===== src/rtl/move_scan_defs.vh =====
`ifndef MOVE_SCAN_DEFS_VH
`define MOVE_SCAN_DEFS_VH
// character layout: [8]=word mark, [7]=item mark, [6]=spare, [5:4]=zone, [3:0]=numeric
`define CH_W        9
`define BIT_WM      8
`define BIT_IM      7
`define MASK_NUM    9'h00f
`define MASK_ZONE   9'h030
`define MASK_DATA   9'h03f
`define MASK_IM     9'h080
`define MASK_WM     9'h100
`define CODE_AT     6'h3a
`define CODE_SEMI   6'h1a
`define ADDR_W      15
`endif


===== src/rtl/move_scan_unit.v =====
// How it works
// - low digit 0 moves nothing but still steps both address registers.
// - digits 1,2,5,6 copy numeric, zone, numeric+mark, zone+mark bits.
// - digit 3 copies six data bits and the item mark.
// - digit 4 copies only the word mark bit.
// - digit 7 copies data, word mark and item mark bits.
// - high digit 0 processes one character then decrements both addresses.
// - high 1 goes left to right, stops on source or destination mark.
// - high 2 goes right to left, stops on source mark.
// - high 3 goes left to right, stops on source code 72.
// - high 4 goes right to left, stops on destination mark.
// - high 5 goes left to right, stops on source 32 with mark.
// - high 6 goes right to left, stops on either mark.
// - high 7 stops on source 32 with mark or source 72.
// - the terminating character is processed like all others.
// - at end, sequence points next; addresses moved by processed count.
// - omitted variant reuses the held variant register.
// - omitted addresses come from the current address registers.
`timescale 1ns/1ps
`default_nettype none
`include "move_scan_defs.vh"
module move_scan_unit #(
    parameter AW = `ADDR_W
) (
    // clock and reset
    input  wire          i_clk,
    input  wire          i_resetn,
    input  wire          i_ce,
    // instruction start
    input  wire          i_start,
    input  wire [5:0]    i_variant,
    input  wire          i_variant_given,
    input  wire [AW-1:0] i_a_addr,
    input  wire          i_a_given,
    input  wire [AW-1:0] i_b_addr,
    input  wire          i_b_given,
    input  wire [AW-1:0] i_next_instruction_addr,
    // memory port
    output wire          o_mem_req,
    output wire          o_mem_we,
    output reg  [AW-1:0] o_mem_addr,
    output reg  [8:0]    o_mem_wdata,
    input  wire          i_mem_ack,
    input  wire [8:0]    i_mem_rdata,
    // status
    output wire          o_busy,
    output reg           o_done,
    output reg  [AW-1:0] o_source_address_reg,
    output reg  [AW-1:0] o_dest_address_reg,
    output reg  [AW-1:0] o_sequence_reg,
    output reg  [5:0]    o_variant_reg
);
    // sequencer states: idle, one per memory phase of a character, then the address step
    localparam [2:0] S_IDLE  = 3'd0;
    localparam [2:0] S_RDA   = 3'd1;
    localparam [2:0] S_RDB   = 3'd2;
    localparam [2:0] S_WR    = 3'd3;
    localparam [2:0] S_STEP  = 3'd4;

    // character width, kept local so the merge path reads cleanly
    localparam       CW      = `CH_W;

    // state and the two characters of the current step
    reg [2:0]     state_ff;
    reg [CW-1:0]  src_ff;
    reg [CW-1:0]  dst_ff;

    // next values, worked out by the combinational sequencer
    reg [2:0]     nxt_state;
    reg [CW-1:0]  nxt_src;
    reg [CW-1:0]  nxt_dst;
    reg [AW-1:0]  nxt_mem_addr;
    reg [CW-1:0]  nxt_mem_wdata;
    reg           nxt_done;
    reg [AW-1:0]  nxt_source_address;
    reg [AW-1:0]  nxt_dest_address;
    reg [AW-1:0]  nxt_sequence;
    reg [5:0]     nxt_variant;

    // decoded bit selection and termination test
    reg [CW-1:0]  sel_mask;
    reg           stop;

    // destination character after the merge
    wire [CW-1:0] merged;

    // stepped operand addresses
    wire [AW-1:0] src_stepped;
    wire [AW-1:0] dst_stepped;

    // variant digits, always from the held register
    wire [2:0]    lo = o_variant_reg[2:0];
    wire [2:0]    hi = o_variant_reg[5:3];
    // high digits 0,2,4,6 retreat; odd ones advance
    wire          ltr = hi[0];

    // handshake outputs decoded straight from the state
    assign o_busy    = (state_ff != S_IDLE);
    assign o_mem_req = (state_ff == S_RDA) || (state_ff == S_RDB) || (state_ff == S_WR);
    assign o_mem_we  = (state_ff == S_WR);

    // selected bits from the source, all others kept from the destination
    assign merged = (i_mem_rdata & ~sel_mask) | (src_ff & sel_mask);

    // source operand stepper
    addr_step #(
        .AW     (AW)
    ) i_src_step (
        .i_addr (o_source_address_reg),
        .i_up   (ltr),
        .o_addr (src_stepped)
    );

    // destination operand stepper; same direction so both stay in step
    addr_step #(
        .AW     (AW)
    ) i_dst_step (
        .i_addr (o_dest_address_reg),
        .i_up   (ltr),
        .o_addr (dst_stepped)
    );

    // bit selection per low digit
    always @* begin
        case (lo)
            3'd0:    sel_mask = 9'h000;
            3'd1:    sel_mask = `MASK_NUM;
            3'd2:    sel_mask = `MASK_ZONE;
            3'd3:    sel_mask = `MASK_DATA | `MASK_IM;
            3'd4:    sel_mask = `MASK_WM;
            3'd5:    sel_mask = `MASK_NUM | `MASK_WM;
            3'd6:    sel_mask = `MASK_ZONE | `MASK_WM;
            default: sel_mask = `MASK_DATA | `MASK_WM | `MASK_IM;
        endcase
    end

    // termination test on the character just processed
    always @* begin
        case (hi)
            3'd0:    stop = 1'b1;
            3'd1:    stop = src_ff[`BIT_WM] | dst_ff[`BIT_WM];
            3'd2:    stop = src_ff[`BIT_WM];
            3'd3:    stop = (src_ff[5:0] == `CODE_AT);
            3'd4:    stop = dst_ff[`BIT_WM];
            3'd5:    stop = (src_ff[5:0] == `CODE_SEMI) & src_ff[`BIT_WM];
            3'd6:    stop = src_ff[`BIT_WM] | dst_ff[`BIT_WM];
            default: stop = ((src_ff[5:0] == `CODE_SEMI) & src_ff[`BIT_WM])
                          | (src_ff[5:0] == `CODE_AT);
        endcase
    end

    // sequencer next state: read a, read b, write merged b, step addresses
    always @* begin
        // default: everything holds, done is a one-cycle pulse
        nxt_state          = state_ff;
        nxt_src            = src_ff;
        nxt_dst            = dst_ff;
        nxt_mem_addr       = o_mem_addr;
        nxt_mem_wdata      = o_mem_wdata;
        nxt_done           = 1'b0;
        nxt_source_address = o_source_address_reg;
        nxt_dest_address   = o_dest_address_reg;
        nxt_sequence       = o_sequence_reg;
        nxt_variant        = o_variant_reg;
        case (state_ff)
            S_IDLE: begin
                // a start while busy never reaches here, so it is dropped
                if (i_start) begin
                    if (i_variant_given) begin
                        nxt_variant = i_variant;
                    end
                    // omitted operands keep the register values
                    if (i_a_given) begin
                        nxt_source_address = i_a_addr;
                        nxt_mem_addr       = i_a_addr;
                    end else begin
                        nxt_mem_addr       = o_source_address_reg;
                    end
                    if (i_b_given) begin
                        nxt_dest_address = i_b_addr;
                    end
                    nxt_state = S_RDA;
                end
            end
            S_RDA: begin
                // hold the source address until the memory answers
                nxt_mem_addr = o_source_address_reg;
                if (i_mem_ack) begin
                    nxt_src      = i_mem_rdata;
                    nxt_mem_addr = o_dest_address_reg;
                    nxt_state    = S_RDB;
                end
            end
            S_RDB: begin
                // the original destination is kept for the mark tests
                if (i_mem_ack) begin
                    nxt_dst       = i_mem_rdata;
                    nxt_mem_wdata = merged;
                    nxt_state     = S_WR;
                end
            end
            S_WR: begin
                // write back before stepping, so a test sees this character
                if (i_mem_ack) begin
                    nxt_state = S_STEP;
                end
            end
            S_STEP: begin
                // step even for digit 0 moves, so counts stay exact
                nxt_source_address = src_stepped;
                nxt_dest_address   = dst_stepped;
                if (stop) begin
                    nxt_sequence = i_next_instruction_addr;
                    nxt_done     = 1'b1;
                    nxt_state    = S_IDLE;
                end else begin
                    // next source address is ready before the read starts
                    nxt_mem_addr = src_stepped;
                    nxt_state    = S_RDA;
                end
            end
            default: begin
                nxt_state = S_IDLE;
            end
        endcase
    end

    // state registers; a low clock enable freezes every one of them
    always @(posedge i_clk or negedge i_resetn) begin
        if (!i_resetn) begin
            state_ff             <= S_IDLE;
            src_ff               <= 9'h000;
            dst_ff               <= 9'h000;
            o_mem_addr           <= {AW{1'b0}};
            o_mem_wdata          <= 9'h000;
            o_done               <= 1'b0;
            o_source_address_reg <= {AW{1'b0}};
            o_dest_address_reg   <= {AW{1'b0}};
            o_sequence_reg       <= {AW{1'b0}};
            o_variant_reg        <= 6'h00;
        end else if (i_ce) begin
            state_ff             <= nxt_state;
            src_ff               <= nxt_src;
            dst_ff               <= nxt_dst;
            o_mem_addr           <= nxt_mem_addr;
            o_mem_wdata          <= nxt_mem_wdata;
            o_done               <= nxt_done;
            o_source_address_reg <= nxt_source_address;
            o_dest_address_reg   <= nxt_dest_address;
            o_sequence_reg       <= nxt_sequence;
            o_variant_reg        <= nxt_variant;
        end
    end
endmodule

// one operand address stepper: up for left to right, down otherwise
// addresses wrap at the top of the space, no range check is made
module addr_step #(
    parameter AW = `ADDR_W
) (
    // address in
    input  wire [AW-1:0] i_addr,
    // direction
    input  wire          i_up,
    // stepped address
    output wire [AW-1:0] o_addr
);
    // one character forward or back
    assign o_addr = i_up ? i_addr + 1'b1 : i_addr - 1'b1;
endmodule
`default_nettype wire


===== config.mk =====
export PLATFORM = sky130hd
export DESIGN_NAME = move_scan_unit
export DESIGN_NICKNAME = d
export VERILOG_FILES = /design/src/rtl/move_scan_unit.v
export VERILOG_INCLUDE_DIRS = /design/src /design/src/rtl
export SDC_FILE = /design/constraint.sdc
export NUM_CORES = 1
export LEC_CHECK = 0
export BUFFER_PORTS_ARGS = -buffer_cell sky130_fd_sc_hd__buf_2
export CORE_MARGIN = 2
export CORE_UTILIZATION = 49
export DETAILED_ROUTE_END_ITERATION = 8
export GPL_ROUTABILITY_DRIVEN = 1
export PLACE_DENSITY = 0.87
export SLEW_MARGIN = 20
export SYNTH_ARGS = -nofsm -noshare
export SYNTH_HDL_FRONTEND = slang
export SYNTH_SLANG_ARGS = --single-unit

===== constraint.sdc =====
create_clock -name i_clk -period 2.51 [get_ports i_clk]
set_clock_uncertainty 0.1 [all_clocks]
set_input_delay 0.1255 -clock i_clk [delete_from_list [all_inputs] [get_ports i_clk]]
set_output_delay 0.1255 -clock i_clk [all_outputs]
set_load 0.005 [all_outputs]

==> impl_metrics.env <==
export IMPL_status="finished, final reports clean"
export IMPL_post_route_period_util_pct=97.57
export IMPL_path_clk_slew_ns=0.06
export IMPL_antenna_found_initial=0
export IMPL_synth_ff_type="dfrtp_1"
export IMPL_critPathArrivalTime_ns=2.62
export IMPL_yosys_area_share_simple_pct=14.15
export IMPL_initial_core_util_pct=49.73
export IMPL_p_total_w=0.01044
export IMPL_synth_edf_count=0
export IMPL_syn_area_mm2=0.005605
export IMPL_syn_to_final_growth_pct=32.61
export IMPL_ant_nets=0
export IMPL_drtIter0Drc=362
export IMPL_setup_viol=0
export IMPL_placementRows=39
export IMPL_ioPinCount=147
export IMPL_max_freq_ghz=0.4083
export IMPL_gp_congestion=0.9376
export IMPL_synth_top_family_by_area="compound AO/OA/AOI/OAI gates"
export IMPL_synth_distinct_cells=66
export IMPL_dp_hpwl_um=11600
export IMPL_die_area_mm2=0.01231
export IMPL_cap_violations=0
export IMPL_die_height_um=111.0
export IMPL_first_global_vias=5439
export IMPL_track_usage_pct=27.04
export IMPL_seq_area_frac_synth_pct=39.29
export IMPL_cts_buffers=9
export IMPL_slowest_stage="dfrtp_1"
export IMPL_synthAdderAreaFrac_pct=6.518
export IMPL_avgSynthCellArea_um2=9.327
export IMPL_clockBufferDepth=2
export IMPL_clock_root_buffer="clkbuf_16"
export IMPL_n_antenna_cell=0
export IMPL_grt_max_degree=47
export IMPL_p_leak_nw=3.552
export IMPL_startpoint_type="register"
export IMPL_wl_um=16600
export IMPL_via_count=5503
export IMPL_cts_sink_count=88
export IMPL_coreArea_mm2=0.01127
export IMPL_yosysWarningCount=0
export IMPL_post_cts_buffers=0
export IMPL_relSlewSlack_pct=57.68
export IMPL_avgRoutedWirePerCell_um=17.38
export IMPL_dr_pass1_iters=5
export IMPL_hold_viol_final=0
export IMPL_multi_input_area_mm2=0.003251
export IMPL_final_common_cell="buf_2"
export IMPL_layout_drive_gt1_share_pct=29.56
export IMPL_peakVddDrop_mv=0.7023
export IMPL_nNetsFinal=903
export IMPL_worstPathMaxFanout=8
export IMPL_cp_data_required_time_ns=2.68
export IMPL_final_core_util_pct=65.95
export IMPL_synth_compound_area_share_pct=20.40
export IMPL_period_minus_slack_ns=2.449
export IMPL_crit_path_end_kind="register"
export IMPL_drc=0
export IMPL_synth_nets=697
export IMPL_cellPowerDensity_mw_per_mm2=1405
export IMPL_crit_type="register to register"
export IMPL_htreeDepth=3
export IMPL_vias_per_cell=5.762
export IMPL_hp_class="input pin to register"
export IMPL_synthXorXnorAreaFrac_pct=3.281
export IMPL_async_reset_ff_share_pct=100.0
export IMPL_grt_setup_unrepaired="true"
export IMPL_portBuffers=146
export IMPL_grt_overflow=0
export IMPL_synth_seq_cells=88
export IMPL_max_stage_delay_ns=0.42
export IMPL_final_cell_mix="buf_2, dfrtp_1, nor2_1, nand2_1, a21oi_1"
export IMPL_insertion_delay_ns=0.35
export IMPL_critical_path_buf_inv_count=1
export IMPL_worstPathCellList="buf_4, fa_1, and2b_1, o2111ai_2, a21oi_1, nor3b_1, or4_1, a21oi_1"
export IMPL_tightest_slew_ns=0.6324
export IMPL_crit_path_frequent_cell="a21oi_1"
export IMPL_maxSlewViolCount=0
export IMPL_grt_first_pass_wirelength_um=26770
export IMPL_cts_tree="yes"
export IMPL_dieWidth_um=111.0
export IMPL_synthMuxAreaShare_pct=13.04
export IMPL_crit_family="simple AND/OR/NAND/NOR gates"
export IMPL_fillCellCount=869
export IMPL_register_area_mm2=0.002202
export IMPL_syn_inst=601
per-stage QoR:
step	TNS [ns]	hold slack, ns	area (µm²)	std cells	worst slack [ns]
2_1_floorplan	0	-0.2701	5608	601	0.06405
3_3_place_gp	0	0.07598	6650	891	0.1094
3_5_place_dp	0	0.08139	6650	891	0.05778
4_1_cts	0	0.0008346	7413	955	0.03838
5_1_grt	-0.1572	0.02656	7433	955	-0.03627
6_report	0	0.009102	7433	955	0.06099
where the power goes:
group / switching [W] / total (W) / internal, W
Sequential: 0.000693 / 0.00277 / 0.00207
Clock: 0.000587 / 0.00129 / 0.000701
Combinational: 0.00342 / 0.00639 / 0.00296
Total: 0.00470 / 0.0104 / 0.00574
layout make-up:
class	instances	share of cell area, %
Clock buffer	10	3.215
Tap cell	143	2.407
Multi-Input combinational cell	473	43.73
Timing Repair Buffer	223	19.76
Sequential cell	88	29.62
Clock inverter	6	0.5891
Inverter	12	0.6733
cells in the mapped netlist, drive strengths merged, types with 5 or more instances:
| master | count | share of area [%] |
|---|---|---|
| nor3 | 5 | 0.45 |
| xor2 | 7 | 1.1 |
| xnor2 | 14 | 2.2 |
| dfrtp | 88 | 39 |
| a31oi | 12 | 1.3 |
| inv | 12 | 0.80 |
| clkbuf | 10 | 0.67 |
| a21oi | 62 | 5.7 |
| nand4 | 5 | 0.56 |
| mux2i | 37 | 6.6 |
| ha | 26 | 5.8 |
| o22ai | 10 | 1.1 |
| a21o | 5 | 0.67 |
| a211oi | 8 | 1.2 |
| nand2 | 64 | 4.5 |
| nand3 | 13 | 1.2 |
| buf | 18 | 1.9 |
| o21ai | 51 | 4.6 |
| nor2 | 67 | 5.0 |
| mux2 | 32 | 6.4 |
path summary, 6_finish.rpt:
| kind | from | end | slack (ns) | cells after the start |
|---|---|---|---|---|
| max | o_variant_reg[3] | o_dest_address_reg[8] | 0.06 | 8 |
| min | i_mem_ack | state_ff[2] | 0.009 | 3 |
| max reg2reg | o_variant_reg[3] | o_dest_address_reg[8] | 0.06 | 8 |
| min reg2reg | o_mem_wdata[3] | o_mem_wdata[3] | 0.39 | 2 |
| max in group asynchronous | i_resetn | o_mem_addr[6] | 1.43 | 3 |
| min in group asynchronous | i_resetn | o_variant_reg[2] | 0.22 | 2 |
routing by layer:
layer,track usage (%),up-vias,wire [µm]
met1,35.29,2651,7045
met3,4.811,41,1059
met4,11.17,0,500
met5,0,-,0
li1,-,2596,-
met2,44.62,215,7997
timing repair:
action / 4_1_cts / 5_1_grt
endpoints found under the setup margin: 0 / 13
resized for setup: 0 / 6
hold endpoints to repair: 95 / 0
hold buffers: 48 / 0
kinds of logic after synthesis:
group | count (synthesis)
AOI/OAI and AO/OA | 181
DFF | 88
and+or+nand+nor | 174
adders and majority gates | 28
buffers and inverters | 40
xor gates and xnor gates | 21
muxes | 69
worst reg2reg max path, cell delays in order (launching register included):
cell and delay (ns):
dfrtp_1 0.42, buf_4 0.21, fa_1 0.38, and2b_1 0.25, o2111ai_2 0.14, a21oi_1 0.26, nor3b_1 0.07, or4_1 0.41
a21oi_1 0.13
Power figures use the tool's default switching activity.
